### src/hdl/abu_consts.svh
`ifndef ABU_CONSTS_SVH
`define ABU_CONSTS_SVH
// Register bus geometry
`define ABU_AW 8
`define ABU_DW 32
// Register byte offsets
`define ABU_OFS_SC 8'h00
`define ABU_OFS_AH 8'h04
`define ABU_OFS_AL 8'h08
`define ABU_OFS_LP 8'h0c
`define ABU_OFS_FC 8'h10
`define ABU_OFS_IS 8'h14
`define ABU_OFS_IM 8'h18
// Field positions
`define ABU_BIT_BE 7
`define ABU_BIT_BA 6
`define ABU_BIT_LP 1
`define ABU_BIT_FC 7
`define ABU_IRQ_W 2
`define ABU_IRQ_ENTER 0
`define ABU_IRQ_LEAVE 1
// Reset values and vectors
`define ABU_ADDR_RST 8'h00
`define ABU_VEC_USER 16'hfffc
`define ABU_VEC_MON 16'hfefc
// Bus responses
`define ABU_RESP_OK 2'b00
`define ABU_RESP_ERR 2'b10
`endif

### src/hdl/abu_pkg.sv
package abu_pkg;
  // Break sequencing states
  typedef enum logic [1:0] {
    ABU_IDLE,
    ABU_PENDING,
    ABU_ACTIVE
  } abu_state_e;
endpackage

### src/hdl/abu_regbus_if.sv
`timescale 1ns/1ps
`include "abu_consts.svh"
interface abu_regbus_if;
  logic wrEn;
  logic [`ABU_AW-1:0] wrAddr;
  logic [7:0] wrData;
  logic wrLane;
  logic wrHit;
  logic rdEn;
  logic [`ABU_AW-1:0] rdAddr;
  logic [7:0] rdData;
  logic rdHit;
  modport bus (output wrEn, wrAddr, wrData, wrLane, rdEn, rdAddr,
               input wrHit, rdData, rdHit);
  modport regs (input wrEn, wrAddr, wrData, wrLane, rdEn, rdAddr,
                output wrHit, rdData, rdHit);
endinterface

### src/hdl/abu_axil_slave.sv
`timescale 1ns/1ps
`include "abu_consts.svh"
module abu_axil_slave
  import abu_pkg::*;
(
  input wire logic sys_clk, // Bus clock
  input wire logic rstn, // Sync reset, active low
  input wire logic [`ABU_AW-1:0] awaddr, // Write address
  input wire logic awvalid, // Write address valid
  output logic awready, // Write address ready
  input wire logic [`ABU_DW-1:0] wdata, // Write data
  input wire logic [3:0] wstrb, // Byte enables
  input wire logic wvalid, // Write data valid
  output logic wready, // Write data ready
  output logic [1:0] bresp, // Write response
  output logic bvalid, // Write response valid
  input wire logic bready, // Write response ready
  input wire logic [`ABU_AW-1:0] araddr, // Read address
  input wire logic arvalid, // Read address valid
  output logic arready, // Read address ready
  output logic [`ABU_DW-1:0] rdata, // Read data
  output logic [1:0] rresp, // Read response
  output logic rvalid, // Read data valid
  input wire logic rready, // Read data ready
  abu_regbus_if.bus rb // Register file side
);
  logic awFull, wFull;
  logic [`ABU_AW-1:0] awAddrQ;
  logic [7:0] wDataQ;
  logic wLaneQ;
  wire awTake = awvalid && awready;
  wire wTake = wvalid && wready;
  wire bDone = bvalid && bready;
  wire next_awFull = awFull ? !bDone : awTake;
  wire next_wFull = wFull ? !bDone : wTake;
  // Write fires once both halves are held and no answer is pending
  wire doWrite = awFull && wFull && !bvalid;
  assign rb.wrEn = doWrite;
  assign rb.wrAddr = awAddrQ;
  assign rb.wrData = wDataQ;
  assign rb.wrLane = wLaneQ;
  assign rb.rdEn = arvalid && arready;
  assign rb.rdAddr = araddr;

  // Address and data accepted in either order, then held
  always_ff @(posedge sys_clk) begin
    if (!rstn) begin
      awFull <= 1'b0;
      wFull <= 1'b0;
      awready <= 1'b0;
      wready <= 1'b0;
      awAddrQ <= '0;
      wDataQ <= '0;
      wLaneQ <= 1'b0;
    end else begin
      awFull <= next_awFull;
      wFull <= next_wFull;
      awready <= !next_awFull;
      wready <= !next_wFull;
      if (awTake) awAddrQ <= awaddr;
      if (wTake) wDataQ <= wdata[7:0];
      if (wTake) wLaneQ <= wstrb[0]; // Only the low lane carries data
    end
  end

  // Responses; an unmapped address answers with an error
  always_ff @(posedge sys_clk) begin
    if (!rstn) begin
      bvalid <= 1'b0;
      bresp <= `ABU_RESP_OK;
      arready <= 1'b0;
      rvalid <= 1'b0;
      rdata <= '0;
      rresp <= `ABU_RESP_OK;
    end else begin
      if (doWrite) begin
        bvalid <= 1'b1;
        bresp <= rb.wrHit ? `ABU_RESP_OK : `ABU_RESP_ERR;
      end else if (bDone) begin
        bvalid <= 1'b0;
      end
      if (rb.rdEn) begin
        arready <= 1'b0;
        rvalid <= 1'b1;
        rdata <= {24'h000000, rb.rdData};
        rresp <= rb.rdHit ? `ABU_RESP_OK : `ABU_RESP_ERR;
      end else if (rvalid && rready) begin
        rvalid <= 1'b0;
        arready <= 1'b1;
      end else if (!rvalid) begin
        arready <= 1'b1;
      end
    end
  end
endmodule

### src/hdl/abu_top.sv
// How it works
// - An enabled match on the 16-bit break address raises the request.
// - Only program-counter addresses take part in the comparison.
// - After a request the opcode load waits for the instruction to end.
// - Break vector is fffc/fffd in user mode, fefc/fefd in monitor mode.
// - A match in an instruction's last cycle starts the break at once.
// - A return-from-interrupt in the break routine ends the break state.
// - Writing one to the break-active bit causes a break like a match.
// - The timer counter is held stopped during a break.
// - The watchdog is off in a break while test high voltage is on reset.
// - Break enable, bit 7 of status/control, is R/W and clears on reset.
// - Break active sets on a match; reset or a zero write clears it.
// - The high and low break address registers are cleared by reset.
// - Low-power-exit marks a break out of stop/wait; zero writes clear it.
// - A break ends stop mode and sets the low-power-exit flag.
// - With breaks enabled the comparison keeps working in wait mode.
// - In a break other units clear flags only with flag-clear-enable set.
//
// The AXI4-Lite register port and the placing of the registers were decided locally.
`timescale 1ns/1ps
`include "abu_consts.svh"
module abu_top
  import abu_pkg::*;
(
  input wire logic sys_clk, // Bus clock, 50 MHz
  input wire logic rstn, // Sync reset, active low
  input wire logic [`ABU_AW-1:0] awaddr, // Write address
  input wire logic awvalid, // Write address valid
  output logic awready, // Write address ready
  input wire logic [`ABU_DW-1:0] wdata, // Write data
  input wire logic [3:0] wstrb, // Byte enables
  input wire logic wvalid, // Write data valid
  output logic wready, // Write data ready
  output logic [1:0] bresp, // Write response
  output logic bvalid, // Write response valid
  input wire logic bready, // Write response ready
  input wire logic [`ABU_AW-1:0] araddr, // Read address
  input wire logic arvalid, // Read address valid
  output logic arready, // Read address ready
  output logic [`ABU_DW-1:0] rdata, // Read data
  output logic [1:0] rresp, // Read response
  output logic rvalid, // Read data valid
  input wire logic rready, // Read data ready
  input wire logic [15:0] cpuAddr, // Internal address bus
  input wire logic cpuPcValid, // Address comes from program counter
  input wire logic instrLastCycle, // Last cycle of current instruction
  input wire logic rtiDone, // Return-from-interrupt executed
  input wire logic monitorMode, // Device in monitor mode
  input wire logic stopMode, // Device in stop mode
  input wire logic waitMode, // Device in wait mode
  input wire logic testHighVoltage, // Test voltage seen on reset pin
  output logic breakpointRequest, // Request to integration logic
  output logic loadSwiOpcode, // Pulse: load software-interrupt opcode
  output logic [15:0] vectorAddr, // Break vector high-byte address
  output logic stopExit, // Pulse: leave stop mode
  output logic timerStop, // Hold timer counter
  output logic watchdogDisable, // Disable watchdog
  output logic flagClearAllowed, // Other units may clear flags
  output logic irq // Level interrupt
);
  abu_regbus_if rb ();
  abu_state_e state, next_state;
  logic breakEnable, breakActiveBit, lowpowerExitFlag, flagClearEnable;
  logic [7:0] addrHigh, addrLow;
  logic [`ABU_IRQ_W-1:0] irqStatus, irqMask;
  logic tst1, tst2, tst3, tstLevel;

  abu_axil_slave abu_axil_slave_inst (
    .sys_clk(sys_clk),
    .rstn(rstn),
    .awaddr(awaddr),
    .awvalid(awvalid),
    .awready(awready),
    .wdata(wdata),
    .wstrb(wstrb),
    .wvalid(wvalid),
    .wready(wready),
    .bresp(bresp),
    .bvalid(bvalid),
    .bready(bready),
    .araddr(araddr),
    .arvalid(arvalid),
    .arready(arready),
    .rdata(rdata),
    .rresp(rresp),
    .rvalid(rvalid),
    .rready(rready),
    .rb(rb.bus)
  );

  // Write decode; data sits in the low byte lane
  wire wrGo = rb.wrEn && rb.wrLane;
  wire wrSc = wrGo && (rb.wrAddr == `ABU_OFS_SC);
  wire wrAh = wrGo && (rb.wrAddr == `ABU_OFS_AH);
  wire wrAl = wrGo && (rb.wrAddr == `ABU_OFS_AL);
  wire wrLp = wrGo && (rb.wrAddr == `ABU_OFS_LP);
  wire wrFc = wrGo && (rb.wrAddr == `ABU_OFS_FC);
  wire wrIm = wrGo && (rb.wrAddr == `ABU_OFS_IM);
  wire rdIs = rb.rdEn && (rb.rdAddr == `ABU_OFS_IS);

  // Address map hits for the response code
  function automatic logic mapped(input logic [`ABU_AW-1:0] a);
    mapped = (a == `ABU_OFS_SC) || (a == `ABU_OFS_AH) ||
             (a == `ABU_OFS_AL) || (a == `ABU_OFS_LP) ||
             (a == `ABU_OFS_FC) || (a == `ABU_OFS_IS) ||
             (a == `ABU_OFS_IM);
  endfunction
  assign rb.wrHit = mapped(rb.wrAddr);
  assign rb.rdHit = mapped(rb.rdAddr);

  // Read mux; unused bits read as zero
  wire [7:0] scRead = {breakEnable, breakActiveBit, 6'h00};
  wire [7:0] lpRead = {6'h00, lowpowerExitFlag, 1'b0};
  wire [7:0] fcRead = {flagClearEnable, 7'h00};
  wire [7:0] isRead = {6'h00, irqStatus};
  wire [7:0] imRead = {6'h00, irqMask};
  assign rb.rdData = (rb.rdAddr == `ABU_OFS_SC) ? scRead :
                     (rb.rdAddr == `ABU_OFS_AH) ? addrHigh :
                     (rb.rdAddr == `ABU_OFS_AL) ? addrLow :
                     (rb.rdAddr == `ABU_OFS_LP) ? lpRead :
                     (rb.rdAddr == `ABU_OFS_FC) ? fcRead :
                     (rb.rdAddr == `ABU_OFS_IS) ? isRead :
                     (rb.rdAddr == `ABU_OFS_IM) ? imRead : 8'h00;

  // Break sources; comparison is not gated by wait mode
  wire swBreak = wrSc && rb.wrData[`ABU_BIT_BA];
  wire pcMatch = breakEnable && cpuPcValid &&
                 (cpuAddr == {addrHigh, addrLow});
  wire trigger = pcMatch || swBreak;

  // Break sequencing
  always_comb begin
    next_state = state;
    unique case (state)
      ABU_IDLE: begin
        if (trigger) begin
          next_state = instrLastCycle ? ABU_ACTIVE : ABU_PENDING;
        end
      end
      ABU_PENDING: begin
        if (instrLastCycle) next_state = ABU_ACTIVE;
      end
      ABU_ACTIVE: begin
        if (rtiDone) next_state = ABU_IDLE;
      end
    endcase
  end
  wire enter = (state != ABU_ACTIVE) && (next_state == ABU_ACTIVE);
  wire leave = (state == ABU_ACTIVE) && (next_state == ABU_IDLE);
  wire lowPowerWake = enter && (stopMode || waitMode);

  // Test voltage comes from a pin; accept it once two stages agree
  always_ff @(posedge sys_clk) begin
    if (!rstn) begin
      tst1 <= 1'b0;
      tst2 <= 1'b0;
      tst3 <= 1'b0;
      tstLevel <= 1'b0;
    end else begin
      tst1 <= testHighVoltage;
      tst2 <= tst1;
      tst3 <= tst2;
      if (tst2 == tst3) tstLevel <= tst3;
    end
  end

  // Control registers; a hardware set beats a same-cycle clear
  always_ff @(posedge sys_clk) begin
    if (!rstn) begin
      breakEnable <= 1'b0;
      breakActiveBit <= 1'b0;
      addrHigh <= `ABU_ADDR_RST;
      addrLow <= `ABU_ADDR_RST;
      flagClearEnable <= 1'b0;
      irqMask <= '0;
    end else begin
      if (wrSc) breakEnable <= rb.wrData[`ABU_BIT_BE];
      if (trigger) breakActiveBit <= 1'b1;
      else if (wrSc) breakActiveBit <= rb.wrData[`ABU_BIT_BA];
      if (wrAh) addrHigh <= rb.wrData;
      if (wrAl) addrLow <= rb.wrData;
      if (wrFc) flagClearEnable <= rb.wrData[`ABU_BIT_FC];
      if (wrIm) irqMask <= rb.wrData[`ABU_IRQ_W-1:0];
    end
  end

  // Low-power exit flag; writing one has no effect
  always_ff @(posedge sys_clk) begin
    if (!rstn) begin
      lowpowerExitFlag <= 1'b0;
    end else if (lowPowerWake) begin
      lowpowerExitFlag <= 1'b1;
    end else if (wrLp && !rb.wrData[`ABU_BIT_LP]) begin
      lowpowerExitFlag <= 1'b0;
    end
  end

  // Sticky events, cleared by reading; new events win over the clear
  wire [`ABU_IRQ_W-1:0] events = {leave, enter};
  wire [`ABU_IRQ_W-1:0] next_irqStatus =
    (rdIs ? '0 : irqStatus) | events;
  always_ff @(posedge sys_clk) begin
    if (!rstn) begin
      irqStatus <= '0;
      irq <= 1'b0;
    end else begin
      irqStatus <= next_irqStatus;
      irq <= |(next_irqStatus & irqMask);
    end
  end

  // State and the outputs toward the rest of the device
  always_ff @(posedge sys_clk) begin
    if (!rstn) begin
      state <= ABU_IDLE;
      breakpointRequest <= 1'b0;
      loadSwiOpcode <= 1'b0;
      vectorAddr <= `ABU_VEC_USER;
      stopExit <= 1'b0;
      timerStop <= 1'b0;
      watchdogDisable <= 1'b0;
      flagClearAllowed <= 1'b1;
    end else begin
      state <= next_state;
      breakpointRequest <= (next_state != ABU_IDLE);
      loadSwiOpcode <= enter;
      if (enter) begin
        vectorAddr <= monitorMode ? `ABU_VEC_MON : `ABU_VEC_USER;
      end
      stopExit <= enter && stopMode;
      timerStop <= (next_state == ABU_ACTIVE);
      watchdogDisable <= (next_state == ABU_ACTIVE) && tstLevel;
      // Flags of other units stay frozen while the break routine looks, unless flagClearEnable is set
      flagClearAllowed <= (next_state != ABU_ACTIVE) ||
                          flagClearEnable;
    end
  end
endmodule

### config.mk
export PLATFORM = sky130hd
export DESIGN_NAME = abu_top
export DESIGN_NICKNAME = d
export VERILOG_FILES = /design/src/hdl/abu_pkg.sv /design/src/hdl/abu_regbus_if.sv /design/src/hdl/abu_axil_slave.sv /design/src/hdl/abu_top.sv
export VERILOG_INCLUDE_DIRS = /design/src /design/src/hdl
export SDC_FILE = /design/constraint.sdc
export NUM_CORES = 1
export LEC_CHECK = 0
export ABC_CLOCK_PERIOD_IN_PS = 3750
export BUFFER_PORTS_ARGS = -buffer_cell sky130_fd_sc_hd__buf_2
export CAP_MARGIN = 20
export CORE_MARGIN = 2
export CORE_UTILIZATION = 40
export DETAILED_ROUTE_END_ITERATION = 8
export PLACE_DENSITY = 0.77
export REMOVE_ABC_BUFFERS = 1
export SLEW_MARGIN = 5
export SYNTH_ARGS = -nofsm -noshare
export SYNTH_HDL_FRONTEND = slang
export SYNTH_SLANG_ARGS = --single-unit
### constraint.sdc
create_clock -name sys_clk -period 3.75 [get_ports sys_clk]
set_clock_uncertainty 0.1 [all_clocks]
set_input_delay 0 -clock sys_clk [delete_from_list [all_inputs] [get_ports sys_clk]]
set_output_delay 0 -clock sys_clk [all_outputs]
set_load 0.01 [all_outputs]
==> key figures <==
Drt
  – Post-route ant nets: 0
  – Via density: 4.77
  – Drt pass-1 iters: 4
  – Drt total wl: 7910 um
  – DR vias: 2889
  – Residual DRC: 0
  – DRT iter0 DRCs: 110
  – Avg WL per Cell: 13.0 um

CTS
  – Clk slew on worst S/H paths: 0.08 ns
  – Maximum clock insertion buffer count: 2
  – CTS tree: done
  – Clock Latency Late Sink: 0.36 ns
  – Post-CTS setup buffers: 0
  – H-Tree Depth: 3
  – CTS sink cnt: 72
  – Clock Tree Root: clkbuf_8
  – Num CTS Buffers: 9

Worst setup path
  – Critical Path RT: 3.93 ns
  – Crit path capture type: flip-flop
  – WS Path Type: primary input to flip-flop
  – Worst reg-to-reg setup slack: 1.37 ns
  – CP arrival: 2.59 ns
  – Setup crit start kind: primary input
  – Reg-to-Reg End: vectorAddr[8]$_SDFFE_PN1P_
  – Path depth of the worst reg2reg path: 7
  – Slowest CP cell: dlygate4sd3_1
  – Critical-path maximum fanout: 6
  – R2R Path Start: addrHigh[7]$_SDFFE_PN0P_
  – Worst-path cell chain: dlygate4sd3_1, buf_2, nor2_1, dlygate4sd3_1, nand2b_1, or3_1, nor2_1, a22oi_1, o21ai_0
  – CP max stage delay: 0.58 ns

Floorplanning
  – Area of the die: 9600 sq um
  – Boundary Pins: 146
  – Die height: 98.0 um
  – Die X: 98.0 um
  – Row Count: 34
  – Starting Density: 0.409
  – Core area: 8640 sq um

GRT
  – Pin count of the biggest net entering global routing: 62
  – Initial antenna violation count: 0
  – Grt ovf: 0
  – Total global-route track usage: 0.162
  – Vias in the first global route: 2653
  – First-pass GRT wire length: 12400 um

STA
  – Period utilization: 0.642
  – Worst-Margin Slew: 0.659 ns
  – Final Hold Vio Count: 0
  – Unrepaired setup endpoints after global routing: no
  – Final Setup Violations: 0
  – Max Slew Vio Count: 0
  – Fin crit period: 2.41 ns
  – Max Fclk: 415 MHz
  – Slew HR: 0.557
  – Setup TNS: 0 ns

Placement
  – IO buf count: 77
  – Placed cells: 562
  – RD Place Congestion: 0.884
  – DP Wirelength: 5780 um

Logic synthesis
  – Mean Syn Cell Area: 9.03 sq um
  – Sequential fraction of the synthesis area: 0.408
  – Gate Count Post-Synth: 391
  – Synth warn: 0
  – Synthesized flop and latch total: 72
  – Synth Cell Area: 3530 sq um
  – Synth cell types: 55

Layout
  – Nets: 578
  – Diodes inserted: 0
  – Layout area overhead: 22.4%
  – Proportion of layout cells with a drive suffix above 1: 0.223
  – Finished Layout Cells: 606
  – Fillers: 848

Hold path
  – WHS Path Cells: 4
  – Hold Crit Class: primary input to flip-flop
  – Hold path endpoint: abu_axil_slave_inst.rb.wrAddr[5]$_SDFFE_PN0P_
  – Hold Crit Start: awvalid

Run
  – Max_cap viols: 0

Power and ir drop
  – Leak pwr: 0.00193 uW
  – Worst vdd ir: 0.209 mV
  – Pwr/cell area: 358 nW/um^2

Run status
  – Status: completed
-- cell type report --
cell class | instances | area, sq um | share of cell area
clock buffers | 9 | 124 | 0.0287
clock inverters | 6 | 61.3 | 0.0142
inverters | 8 | 30.0 | 0.00695
multi-input cells | 296 | 1850 | 0.427
flip-flops and latches | 72 | 1440 | 0.333
well taps | 108 | 135 | 0.0313
repair buffers | 107 | 683 | 0.158
-- repair_timing --
item / in CTS / in global routing
endpoints found under the hold margin: 35 / 0
hold buffers: 29 / 0
gates resized for setup: 0 / 0
-- cell families after synthesis --
| kind of cell | count (synthesis) | synth area share |
|---|---|---|
| and+or+nand+nor | 151 | 0.236 |
| DFF | 72 | 0.408 |
| other | 2 | 0.00213 |
| adders and majority gates | 2 | 0.00709 |
| buffers and inverters | 62 | 0.110 |
| AOI/OAI and AO/OA | 63 | 0.131 |
| muxes | 23 | 0.0656 |
| xor gates and xnor gates | 16 | 0.0397 |
-- power breakdown --
group	internal [uW]	switching (uW)	total (uW)	leakage, uW
sequential	781	16.2	797	0.000584
combinational	73.7	83.3	157	0.00125
clock	301	294	595	0.0000948
total	1160	394	1550	0.00193
-- cell usage after synthesis (all sizes together) --
cell	n	area [sq um]
and3b	1	8.76
and2b	1	8.76
xor2	12	105
nand3b	1	7.51
mux2	1	11.3
nor4	6	86.3
o211ai	2	20.0
a22oi	6	45.0
a31oi	2	12.5
o311ai	1	8.76
a21oi	1	5.00
o21a	1	7.51
buf	41	308
o22ai	1	6.26
a21boi	24	180
mux2i	22	220
or2	1	6.26
o2111ai	2	30.0
nor2b	23	144
a221oi	2	17.5
dfxtp	72	1440
nor4b	1	15.0
o2bb2ai	1	8.76
nand3	11	55.1
or3b	1	8.76
nor3	6	30.0
nand4	4	25.0
and2	12	75.1
nand2b	5	31.3
nand2	59	221
inv	8	30.0
or2b	1	8.76
nor2	8	30.0
xnor2	4	35.0
o21ai	16	80.1
or3	4	31.3
clkbuf	13	50.0
ha	2	25.0
o31a	1	8.76
conb	2	7.51
a22o	1	8.76
nand4b	1	8.76
o221ai	1	15.0
and3	5	32.5
a31o	1	8.76
-- how the worst max path moves through the flow --
stage                                                            to  slack (ns)                startpoint
after floorplan                                      irq$_SDFF_PN0_        1.71  addrHigh[2]$_SDFFE_PN0P_
after global placement                   vectorAddr[8]$_SDFFE_PN1P_        1.44   addrLow[3]$_SDFFE_PN0P_
after detailed placement                 vectorAddr[8]$_SDFFE_PN1P_        1.39   addrLow[3]$_SDFFE_PN0P_
after CTS                                vectorAddr[8]$_SDFFE_PN1P_        1.37   addrLow[3]$_SDFFE_PN0P_
after global routing                     vectorAddr[8]$_SDFFE_PN1P_        1.29   addrLow[3]$_SDFFE_PN0P_
final                     abu_axil_slave_inst.rdata[4]$_SDFFE_PN0P_        1.34                 araddr[0]
-- metal layers --
metal	vias up	track usage	wire (um)
met5	-	0	0
met4	0	0.0705	209
met3	19	0.0515	594
met2	118	0.250	3570
met1	1297	0.210	3530
li1	1455	-	-
-- stage by stage --
stage / utilization / total power, uW / instance area (sq um) / hold WS (ns) / setup slack [ns]
floorplan: - / 885 / 3320 / 0.0217 / 1.71
global placement: 0.446 / 944 / 3850 / 0.108 / 1.44
detailed placement: 0.446 / 947 / 3850 / 0.112 / 1.39
CTS: 0.501 / 1560 / 4320 / 0.0149 / 1.37
global route: 0.501 / 1610 / 4320 / 0.0616 / 1.29
finish: 0.501 / 1550 / 4320 / 0.0250 / 1.34
-- cells in the final DEF (no fill, tap or decap), types with 12 or more instances in the layout --
master / synthesis / layout
conb_1: 2 / 41
nand2_1: 59 / 59
dfxtp_1: 72 / 72
a21boi_0: 23 / 23
xor2_1: 12 / 12
o21ai_0: 14 / 14
nor2b_1: 23 / 23
dlygate4sd3_1: 0 / 29
buf_2: 0 / 77
mux2i_1: 22 / 22
and2_1: 12 / 12
-- flip-flops by register name, indices dropped and copies added (netlist names), 2 cells and up --
register / count
abu_axil_slave_inst.rb.wrAddr: 8
abu_axil_slave_inst.rb.wrData: 8
abu_axil_slave_inst.rdata: 8
addrHigh: 8
addrLow: 8
irqMask: 2
irqStatus: 2
state: 2
-- critical path: cells and delay by family --
family / cells / cell delay, ns
buf+inv: 3 / 1.23
simple gates: 4 / 1.04
compound gates: 2 / 0.33
Power figures use the tool's default switching activity.
